[config.mk]
export PLATFORM = sky130hd
export DESIGN_NAME = daalc_regs
export DESIGN_NICKNAME = d
export VERILOG_FILES = /design/src/daalc_pkg.sv /design/src/daalc_meas_hold.sv /design/src/daalc_regs.sv
export VERILOG_INCLUDE_DIRS = /design/src
export SDC_FILE = /design/constraint.sdc
export NUM_CORES = 1
export LEC_CHECK = 0
export BUFFER_PORTS_ARGS = -buffer_cell sky130_fd_sc_hd__buf_2
export CORE_MARGIN = 2
export CORE_UTILIZATION = 45
export CTS_CLUSTER_SIZE = 40
export DETAILED_ROUTE_END_ITERATION = 16
export PLACE_DENSITY = 0.74
export SKIP_LAST_GASP = 1
export SLEW_MARGIN = 15
export SYNTH_ARGS = -nofsm -noshare
export SYNTH_HDL_FRONTEND = slang
export SYNTH_SLANG_ARGS = --single-unit
[constraint.sdc]
create_clock -name CORE_CLK -period 3.91 [get_ports CORE_CLK]
set_input_delay 0.5865 -clock CORE_CLK [delete_from_list [all_inputs] [get_ports CORE_CLK]]
set_output_delay 0.5865 -clock CORE_CLK [all_outputs]
set_load 0.01 [all_outputs]
[src/daalc_map.svh]
// Purpose: address map, reset values and timing counts of the line
//          control and status register bank
// Assumes: 32-bit AXI4-Lite data, one aligned word per register
// Notes:   register indices are kept and scaled by four into byte addresses
`ifndef DAALC_MAP_SVH
`define DAALC_MAP_SVH

// register indices as printed, and the bank's own event register
`define DAALC_IDX_TRIM   8'h19
`define DAALC_IDX_DC     8'h1a
`define DAALC_IDX_RSVD   8'h1b
`define DAALC_IDX_LOOP   8'h1c
`define DAALC_IDX_VOLT   8'h1d
`define DAALC_IDX_EVT    8'h20

// byte addresses on the 12-bit bus address
`define DAALC_ADDR_TRIM  {2'b00, `DAALC_IDX_TRIM, 2'b00}
`define DAALC_ADDR_DC    {2'b00, `DAALC_IDX_DC, 2'b00}
`define DAALC_ADDR_RSVD  {2'b00, `DAALC_IDX_RSVD, 2'b00}
`define DAALC_ADDR_LOOP  {2'b00, `DAALC_IDX_LOOP, 2'b00}
`define DAALC_ADDR_VOLT  {2'b00, `DAALC_IDX_VOLT, 2'b00}
`define DAALC_ADDR_EVT   {2'b00, `DAALC_IDX_EVT, 2'b00}

// field positions
`define DAALC_BIT_BUSY    7
`define DAALC_BIT_MANUAL  6
`define DAALC_BIT_POLEVT  0
`define DAALC_BIT_NOLINE  1
`define DAALC_BIT_LOWCUR  2

// reset values
`define DAALC_RST_TRIM   8'h00
`define DAALC_RST_DC     8'h00
`define DAALC_RST_MEAS   8'h00
`define DAALC_RST_EVT    3'h0

// bus answers
`define DAALC_RESP_OKAY   2'b00
`define DAALC_RESP_SLVERR 2'b10

// timing: calibration run length
`define DAALC_CLK_PERIOD_NS 10
`define DAALC_CAL_TIME_NS   2000
`define DAALC_CAL_CYCLES \
	((`DAALC_CAL_TIME_NS + `DAALC_CLK_PERIOD_NS - 1) / `DAALC_CLK_PERIOD_NS)

`endif

[src/daalc_pkg.sv]
// Purpose: types shared by the line control register bank
// Assumes: nothing beyond SystemVerilog packed types
// Notes:   all state of each module is one packed struct from here, except the pol_flip_r flop of daalc_regs
`default_nettype none
package daalc_pkg;

	// calibration sequencer states
	typedef enum logic [0:0] {
		CAL_IDLE,
		CAL_BUSY
	} daalc_cal_e;

	// dc termination settings word
	typedef struct packed {
		logic [1:0] v_adj;
		logic [1:0] min_i;
		logic [1:0] rsvd;
		logic       cap;
		logic       imp;
	} daalc_dc_s;

	// measurement holder state
	typedef struct packed {
		logic [7:0] value;
		logic       seen;
		logic       flip;
		logic       zero;
	} daalc_meas_s;

	// register bank state
	typedef struct packed {
		daalc_cal_e  cal;
		logic [7:0]  cal_cnt;
		logic        first;
		logic        manual;
		logic        disable_auto;
		logic        spare;
		logic [3:0]  trim;
		daalc_dc_s   dc;
		logic [2:0]  evt;
		logic        aw_held;
		logic [11:0] aw_addr;
		logic        w_held;
		logic [31:0] wdata;
		logic        wstrb0;
		logic        awready;
		logic        wready;
		logic        bvalid;
		logic [1:0]  bresp;
		logic        arready;
		logic        rvalid;
		logic [1:0]  rresp;
		logic [31:0] rdata;
	} daalc_state_s;

endpackage
`default_nettype wire

[src/daalc_meas_hold.sv]
// Purpose: hold one eight-bit line-side measurement and flag its events
// Assumes: sample strobe and value are synchronous to the clock
// Notes:   sign change is reported only after a first sample was taken
`default_nettype none
`include "daalc_map.svh"
module daalc_meas_hold (
	// clock and reset
	input  wire logic       clk,
	input  wire logic       rst_n,
	// line side
	input  wire logic       sample,
	input  wire logic [7:0] value_in,
	// held reading and events
	output logic [7:0]      value,
	output logic            sign_flip,
	output logic            is_zero
);
	daalc_pkg::daalc_meas_s st_r;
	daalc_pkg::daalc_meas_s st_nxt;

	// capture on every strobe, whatever the hook state
	always_comb
	begin
		st_nxt = st_r;
		st_nxt.flip = 1'b0;
		if (sample)
		begin
			st_nxt.value = value_in;
			st_nxt.seen = 1'b1;
			st_nxt.zero = (value_in == 8'h00);
			// first sample has nothing to compare against
			st_nxt.flip = st_r.seen && (value_in[7] != st_r.value[7]);
		end
	end

	// state register
	always_ff @(posedge clk)
	begin
		if (!rst_n)
		begin
			st_r.value <= `DAALC_RST_MEAS;
			st_r.seen <= 1'b0;
			st_r.flip <= 1'b0;
			st_r.zero <= 1'b0;
		end
		else
			st_r <= st_nxt;
	end

	assign value = st_r.value;
	assign sign_flip = st_r.flip;
	assign is_zero = st_r.zero;
endmodule
`default_nettype wire

[src/daalc_regs.sv]
// Purpose: line control and status register bank on an AXI4-Lite slave
// Assumes: one write and one read at most outstanding; single clock
// Notes:   the line-side analog part consumes the settings and feeds
//          the two measurements through a sample strobe
//
// Notes on behaviour
// - calibration busy reads at bit 7, high while calibration runs
// - writing 1 to manual bit starts a resistor calibration; here only when the bit held 0 and no calibration is running
// - bit 5 disables automatic calibration; resets to 0; here no effect: the only auto run starts right after reset, when it is 0
// - reserved bit 4 accepts 0 or 1 with no effect
// - voltage adjust field selects 3.1, 3.2, 3.35 or 3.5 V setpoint
// - minimum loop current field selects 10, 12, 14 or 16 mA
// - current cap bit limits loop current to 60 mA when set
// - impedance bit selects 50 ohm (0) or 800 ohm (1)
// - loop current reads as eight bits, 1.1 mA per step
// - loop current of zero means current too low to operate
// - line voltage reads as eight bits, 1 V per step
// - line voltage updates both on-hook and off-hook
// - voltage bit 7 is polarity; a change flags a reversal
// - line voltage is a signed two's complement value
// - line voltage of zero means no line connected
//
// Added by the designer: the AXI4-Lite register port.
`default_nettype none
`include "daalc_map.svh"
module daalc_regs (
	// clock and reset
	input  wire logic        CORE_CLK,
	input  wire logic        RSTN,
	// axi4-lite write address
	input  wire logic [11:0] S_AXI_AWADDR,
	input  wire logic        S_AXI_AWVALID,
	output logic             S_AXI_AWREADY,
	// axi4-lite write data
	input  wire logic [31:0] S_AXI_WDATA,
	input  wire logic [3:0]  S_AXI_WSTRB,
	input  wire logic        S_AXI_WVALID,
	output logic             S_AXI_WREADY,
	// axi4-lite write response
	output logic [1:0]       S_AXI_BRESP,
	output logic             S_AXI_BVALID,
	input  wire logic        S_AXI_BREADY,
	// axi4-lite read address
	input  wire logic [11:0] S_AXI_ARADDR,
	input  wire logic        S_AXI_ARVALID,
	output logic             S_AXI_ARREADY,
	// axi4-lite read data
	output logic [31:0]      S_AXI_RDATA,
	output logic [1:0]       S_AXI_RRESP,
	output logic             S_AXI_RVALID,
	input  wire logic        S_AXI_RREADY,
	// line-side dc termination settings
	output logic [1:0]       LINE_VOLTAGE_ADJUST,
	output logic [1:0]       MIN_LOOP_CURRENT_SELECT,
	output logic             CURRENT_CAP_ENABLE,
	output logic             DC_IMPEDANCE_SELECT,
	// line-side calibration
	output logic             CALIBRATION_RUN,
	output logic [3:0]       TRIM_VALUE,
	input  wire logic [3:0]  CAL_TRIM_IN,
	// line-side measurements
	input  wire logic        MEAS_STROBE,
	input  wire logic [7:0]  LOOP_CURRENT_IN,
	input  wire logic [7:0]  LINE_VOLTAGE_IN,
	output logic [7:0]       LOOP_CURRENT_VALUE,
	output logic [7:0]       LINE_VOLTAGE_VALUE,
	output logic             POLARITY_REVERSED
);
	localparam logic [7:0] CAL_LAST = 8'(`DAALC_CAL_CYCLES - 1);

	daalc_pkg::daalc_state_s st_r;
	daalc_pkg::daalc_state_s st_nxt;

	logic [7:0] loop_val;
	logic [7:0] volt_val;
	logic       pol_flip;
	logic       volt_zero;
	logic       loop_zero;
	logic       pol_flip_r;

	// current and voltage holders; readings stay signed bytes as sampled
	daalc_meas_hold u_loop (
		.clk       (CORE_CLK),
		.rst_n     (RSTN),
		.sample    (MEAS_STROBE),
		.value_in  (LOOP_CURRENT_IN),
		.value     (loop_val),
		.sign_flip (),
		.is_zero   (loop_zero)
	);
	daalc_meas_hold u_volt (
		.clk       (CORE_CLK),
		.rst_n     (RSTN),
		.sample    (MEAS_STROBE),
		.value_in  (LINE_VOLTAGE_IN),
		.value     (volt_val),
		.sign_flip (pol_flip),
		.is_zero   (volt_zero)
	);

	// write fires once address and data are both held
	logic        wr_fire;
	logic        ar_fire;
	logic        cal_start;
	logic        cal_done;
	logic [7:0]  rd_byte;
	logic [1:0]  rd_resp;
	logic [1:0]  wr_resp;
	logic [2:0]  evt_clr;

	assign wr_fire = st_r.aw_held && st_r.w_held && !st_r.bvalid;
	assign ar_fire = S_AXI_ARVALID && st_r.arready;

	// read decode, composed from live state
	always_comb
	begin
		rd_byte = 8'h00;
		rd_resp = `DAALC_RESP_OKAY;
		if (S_AXI_ARADDR == `DAALC_ADDR_TRIM)
			rd_byte = {st_r.cal == daalc_pkg::CAL_BUSY,
				st_r.manual, st_r.disable_auto, st_r.spare,
				st_r.trim};
		else if (S_AXI_ARADDR == `DAALC_ADDR_DC)
			rd_byte = st_r.dc;
		else if (S_AXI_ARADDR == `DAALC_ADDR_RSVD)
			rd_byte = 8'h00;
		else if (S_AXI_ARADDR == `DAALC_ADDR_LOOP)
			rd_byte = loop_val;
		else if (S_AXI_ARADDR == `DAALC_ADDR_VOLT)
			rd_byte = volt_val;
		else if (S_AXI_ARADDR == `DAALC_ADDR_EVT)
			rd_byte = {5'h00, st_r.evt};
		else
			rd_resp = `DAALC_RESP_SLVERR;
	end

	// write decode: only answer code and event clear mask here
	always_comb
	begin
		wr_resp = `DAALC_RESP_OKAY;
		evt_clr = 3'h0;
		// held address and data outlive the write, so gate on the fire
		if (wr_fire && st_r.aw_addr == `DAALC_ADDR_EVT && st_r.wstrb0)
			evt_clr = st_r.wdata[2:0];
		if (st_r.aw_addr != `DAALC_ADDR_TRIM &&
			st_r.aw_addr != `DAALC_ADDR_DC &&
			st_r.aw_addr != `DAALC_ADDR_RSVD &&
			st_r.aw_addr != `DAALC_ADDR_LOOP &&
			st_r.aw_addr != `DAALC_ADDR_VOLT &&
			st_r.aw_addr != `DAALC_ADDR_EVT)
			wr_resp = `DAALC_RESP_SLVERR;
	end

	// manual start on a rising write of the manual bit; auto after reset
	assign cal_start = (st_r.cal == daalc_pkg::CAL_IDLE) &&
		((wr_fire && st_r.wstrb0 && st_r.aw_addr == `DAALC_ADDR_TRIM &&
		st_r.wdata[`DAALC_BIT_MANUAL] && !st_r.manual) ||
		(st_r.first && !st_r.disable_auto));
	assign cal_done = (st_r.cal == daalc_pkg::CAL_BUSY) &&
		(st_r.cal_cnt == CAL_LAST);

	// next state of the whole bank
	always_comb
	begin
		st_nxt = st_r;
		st_nxt.first = 1'b0;

		// bus channel capture; each channel is taken on its own
		if (S_AXI_AWVALID && st_r.awready)
		begin
			st_nxt.aw_held = 1'b1;
			st_nxt.aw_addr = S_AXI_AWADDR;
		end
		if (S_AXI_WVALID && st_r.wready)
		begin
			st_nxt.w_held = 1'b1;
			st_nxt.wdata = S_AXI_WDATA;
			st_nxt.wstrb0 = S_AXI_WSTRB[0];
		end

		// register writes; bits above the low byte are ignored
		if (wr_fire)
		begin
			st_nxt.aw_held = 1'b0;
			st_nxt.w_held = 1'b0;
			st_nxt.bvalid = 1'b1;
			st_nxt.bresp = wr_resp;
			if (st_r.wstrb0 && st_r.aw_addr == `DAALC_ADDR_TRIM)
			begin
				st_nxt.manual = st_r.wdata[6];
				st_nxt.disable_auto = st_r.wdata[5];
				st_nxt.spare = st_r.wdata[4];
				st_nxt.trim = st_r.wdata[3:0];
			end
			else if (st_r.wstrb0 && st_r.aw_addr == `DAALC_ADDR_DC)
				st_nxt.dc = st_r.wdata[7:0];
			// reserved and measurement slots take no write
		end
		if (st_r.bvalid && S_AXI_BREADY)
			st_nxt.bvalid = 1'b0;
		// ready only while the channel is free and no answer waits
		st_nxt.awready = !st_nxt.aw_held && !st_nxt.bvalid;
		st_nxt.wready = !st_nxt.w_held && !st_nxt.bvalid;

		// read path: one cycle from address to data
		if (ar_fire)
		begin
			st_nxt.rvalid = 1'b1;
			st_nxt.rdata = {24'h0000_00, rd_byte};
			st_nxt.rresp = rd_resp;
		end
		else if (st_r.rvalid && S_AXI_RREADY)
			st_nxt.rvalid = 1'b0;
		st_nxt.arready = !st_nxt.rvalid;

		// calibration sequencer
		case (st_r.cal)
			daalc_pkg::CAL_IDLE:
			begin
				st_nxt.cal_cnt = 8'h00;
				if (cal_start)
					st_nxt.cal = daalc_pkg::CAL_BUSY;
			end
			daalc_pkg::CAL_BUSY:
			begin
				st_nxt.cal_cnt = st_r.cal_cnt + 8'h01;
				if (cal_done)
				begin
					// hardware result overrides a same-cycle trim write
					st_nxt.cal = daalc_pkg::CAL_IDLE;
					st_nxt.trim = CAL_TRIM_IN;
				end
			end
			default:
				st_nxt.cal = daalc_pkg::CAL_IDLE;
		endcase

		// sticky events: write one clears, a new event in the same
		// cycle keeps its bit set
		st_nxt.evt = (st_r.evt & ~evt_clr) |
			{loop_zero,
			volt_zero,
			pol_flip};
	end

	// state register
	always_ff @(posedge CORE_CLK)
	begin
		if (!RSTN)
		begin
			st_r <= '0;
			st_r.cal <= daalc_pkg::CAL_IDLE;
			st_r.first <= 1'b1;
			st_r.disable_auto <= 1'b0;
			st_r.dc <= `DAALC_RST_DC;
			st_r.evt <= `DAALC_RST_EVT;
			st_r.bresp <= `DAALC_RESP_OKAY;
			st_r.rresp <= `DAALC_RESP_OKAY;
			pol_flip_r <= 1'b0;
		end
		else
		begin
			st_r <= st_nxt;
			pol_flip_r <= pol_flip;
		end
	end

	// outputs straight from state flops
	assign S_AXI_AWREADY = st_r.awready;
	assign S_AXI_WREADY = st_r.wready;
	assign S_AXI_BVALID = st_r.bvalid;
	assign S_AXI_BRESP = st_r.bresp;
	assign S_AXI_ARREADY = st_r.arready;
	assign S_AXI_RVALID = st_r.rvalid;
	assign S_AXI_RDATA = st_r.rdata;
	assign S_AXI_RRESP = st_r.rresp;
	assign LINE_VOLTAGE_ADJUST = st_r.dc.v_adj;
	assign MIN_LOOP_CURRENT_SELECT = st_r.dc.min_i;
	assign CURRENT_CAP_ENABLE = st_r.dc.cap;
	assign DC_IMPEDANCE_SELECT = st_r.dc.imp;
	assign CALIBRATION_RUN = (st_r.cal == daalc_pkg::CAL_BUSY);
	assign TRIM_VALUE = st_r.trim;
	assign LOOP_CURRENT_VALUE = loop_val;
	assign LINE_VOLTAGE_VALUE = volt_val;
	assign POLARITY_REVERSED = pol_flip_r;
endmodule
`default_nettype wire

==> key figures <==
Global route
  – Gr usage total: 18.9%
  – Total gr overflow: 0
  – Vias in the first global route: 3236
  – Largest net degree at the start of global routing: 24
  – Initial antenna violation count: 0
  – Global-route wire length before repair: 15.1 mm

Clocking
  – Post-CTS Hold Buffers: 0
  – Clock Latency Late Sink: 360 ps
  – Clk buf depth: 2
  – Post-CTS Setup Bufs: 0
  – CTS tree: done
  – Number of H-tree levels: 3
  – Clk slew on worst S/H paths: 80 ps
  – CTS resizes: 0
  – Clock Tree Root: clkbuf_8
  – Clock sinks: 87
  – Total CTS buffers: 9

Synth
  – Seq cells post-synth: 87
  – Synth top area cells: dfxtp_1 42%, buf_4 9.5%, nand2_1 5.5%
  – Synth Area in Compound Gates: 15.0%
  – Asr flop ratio synth: 0%
  – Main combinational cell family by area after synthesis: simple AND/OR/NAND/NOR gates
  – XOR/XNOR Fraction of Synth Area: 1.49%
  – Post-synthesis adder-cell area fraction: 0.305%
  – Seq/Total Area, Yosys: 42.4%
  – Gate Count Post-Synth: 489
  – Library cells used by synthesis: 53
  – Total number of yosys warnings: 0
  – Mux cell area share after synthesis: 4.14%
  – Post-synth top area share: 42.4%
  – Synth Cell Area: 4110 um^2
  – Dominant synthesized flop cell: dfxtp_1
  – Simple-gate area share of the yosys netlist: 23.1%
  – EDFF count, synth: 0
  – Post-synth top area cell: dfxtp_1
  – Avg Inst Size Synth: 8.40 um^2

Floorplan
  – Io pins: 157
  – Rows: 34
  – Chip width: 99.5 um
  – Initial core utilization: 46.6%
  – Core Box Area: 8810 um^2
  – Die area: 9910 um^2
  – Die Y: 99.5 um

Final layout
  – Commonest non-fill, non-tap cell in the layout: buf_2
  – Final #Nets: 641
  – Post-Layout Cell Count: 664
  – Fin util: 52.1%
  – Synth-to-Final Area Change: 11.7%
  – Layout cell share with drive strength beyond 1: 22.7%
  – Commonest non-fill, non-tap cells in the layout: 103 x buf_2, 87 x dfxtp_1, 60 x nand2_1
  – Reg area: 1740 um^2
  – Area occupied by multi-input gates: 1910 um^2
  – Antenna diode count: 0
  – FILL cells: 848

Setup path
  – Critical Path RT: 4200 ps
  – Critical Path Fanout Max: 10
  – Worst setup EP type: flip-flop
  – RR Startpoint: st_r[75]
  – Reg2reg end: CALIBRATION_RUN
  – Reg2reg setup slack: 1890 ps
  – CP Launch Type: input pin
  – Reg2Reg Depth: 4
  – Largest stage delay, worst path: 720 ps
  – Critical path cell sequence: buf_2, or4_1, nor3_1, a221oi_1, a21oi_1
  – Crit-path leading delay family: simple AND/OR/NAND/NOR gates
  – Crit-path slowest cell: nor3_1
  – Crit path buf inv count: 1
  – Signal arrival time at the worst endpoint: 2490 ps
  – Critical Path Stages: 5
  – CP Class: input pin to flip-flop

Route
  – Number of DRC markers in iteration 0: 133
  – Detailed-route DRC error count: 0
  – Via/cell ratio: 5.24
  – Routed via count: 3481
  – Final ANT Viol Nets: 0
  – Routed wire length: 9.35 mm
  – DR pass1 iterations: 4
  – DR WL/cell: 14.1 um

Timing
  – Maximum clock frequency: 454 MHz
  – Slew Viols, Final: 0
  – Measured slew at the worst slew-check pin: 858 ps
  – Final Skew: 13.1 ps
  – Final hold viol count: 0
  – Final setup violating endpoints: 0
  – RSZ-0062 raised after global routing: no
  – Tmin final: 2200 ps
  – Max_slew headroom: 42.3%
  – Final setup TNS: 0 ps
  – Period utilization: 56.4%

Power
  – Worst IR Drop VDD: 0.189 mV
  – Pwr dens: 405 nW/um^2
  – Static Leak: 1.93 nW
  – Final Power: 1.86 mW

Outcome
  – Status: complete, no violations

Min path
  – Worst Hold Depth: 1
  – Hold Crit Class: flip-flop to flip-flop
  – Worst hold endpoint: st_r[107]
  – HP Start: st_r[107]

Job
  – Max-cap viol count: 0

Placement
  – DP HPWL: 7.07 mm
  – Routability Congestion: 0.834
  – Placed cell count: 649
  – Port buffer count: 103
flip-flops by register name, summed over array words and instances, names as in the netlist, 2 cells and up:
name	count
MIN_LOOP_CURRENT_SELECT	2
u_loop.value	8
S_AXI_RDATA	8
u_volt.value	8
st_r	40
TRIM_VALUE	4
LINE_VOLTAGE_ADJUST	2
Yosys cell counts, types with 6 or more instances:
cell type,n
dfxtp_1,87
nand2b_1,7
nand2_1,60
nor3_1,7
buf_4,52
a31oi_1,6
mux2i_1,17
o21ai_0,20
inv_1,11
nor4_1,11
a21oi_1,44
nand3_1,25
a221oi_1,6
nor2_1,35
clkbuf_1,17
a22o_1,8
stage by stage:
step / instance area (um^2) / hold slack [ps] / setup slack, ps
detailed placement: 4350 / 440 / 1340
floorplan: 4200 / 413 / 1800
global route: 4590 / 449 / 1450
CTS: 4580 / 441 / 1600
finish: 4590 / 450 / 1710
global placement: 4350 / 423 / 1390
worst register-to-register path, stage by stage (launching register included):
cell     delay, ps
dfxtp_1        320
or4_4          570
or4_4          640
nor4b_2        300
o31a_1         140
layout make-up:
| type | instances | area share, % |
|---|---|---|
| Tap cell | 108 | 2.95 |
| Clock buffer | 11 | 2.86 |
| Multi-Input combinational cell | 338 | 41.7 |
| Timing Repair Buffer | 105 | 11.6 |
| Inverter | 11 | 0.900 |
| Sequential cell | 87 | 38.0 |
| Clock inverter | 4 | 2.07 |
worst max-delay path by stage:
stage	start	to	slack, ps
after global placement	S_AXI_ARADDR[9]	S_AXI_RDATA[7]	1390
after floorplan	S_AXI_ARADDR[9]	S_AXI_RDATA[7]	1800
after global routing	S_AXI_ARADDR[9]	S_AXI_RDATA[7]	1450
after CTS	st_r[75]	MIN_LOOP_CURRENT_SELECT[0]	1600
final	S_AXI_ARADDR[9]	S_AXI_RDATA[7]	1710
after detailed placement	S_AXI_ARADDR[9]	S_AXI_RDATA[7]	1340
power breakdown:
part	internal [mW]	switching [mW]	total [mW]	leakage (nW)
Sequential	0.920	0.0271	0.947	0.710
Clock	0.421	0.301	0.721	0.113
Combinational	0.0754	0.114	0.189	1.10
layer usage:
metal | track usage (%) | vias to the layer above | part of all wire [%]
met5 | 0 | - | 0
met4 | 7.80 | 0 | 1.2
met3 | 4.01 | 8 | 6.7
met2 | 31.5 | 106 | 49
met1 | 23.7 | 1601 | 43
li1 | - | 1766 | -
cells by family after synthesis:
| logic type | Yosys count |
|---|---|
| DFF | 87 |
| buffers and inverters | 89 |
| other | 1 |
| adders and majority gates | 1 |
| and+or+nand+nor | 186 |
| muxes | 17 |
| AOI/OAI and AO/OA | 101 |
| xor gates and xnor gates | 7 |
Power figures use the tool's default switching activity.
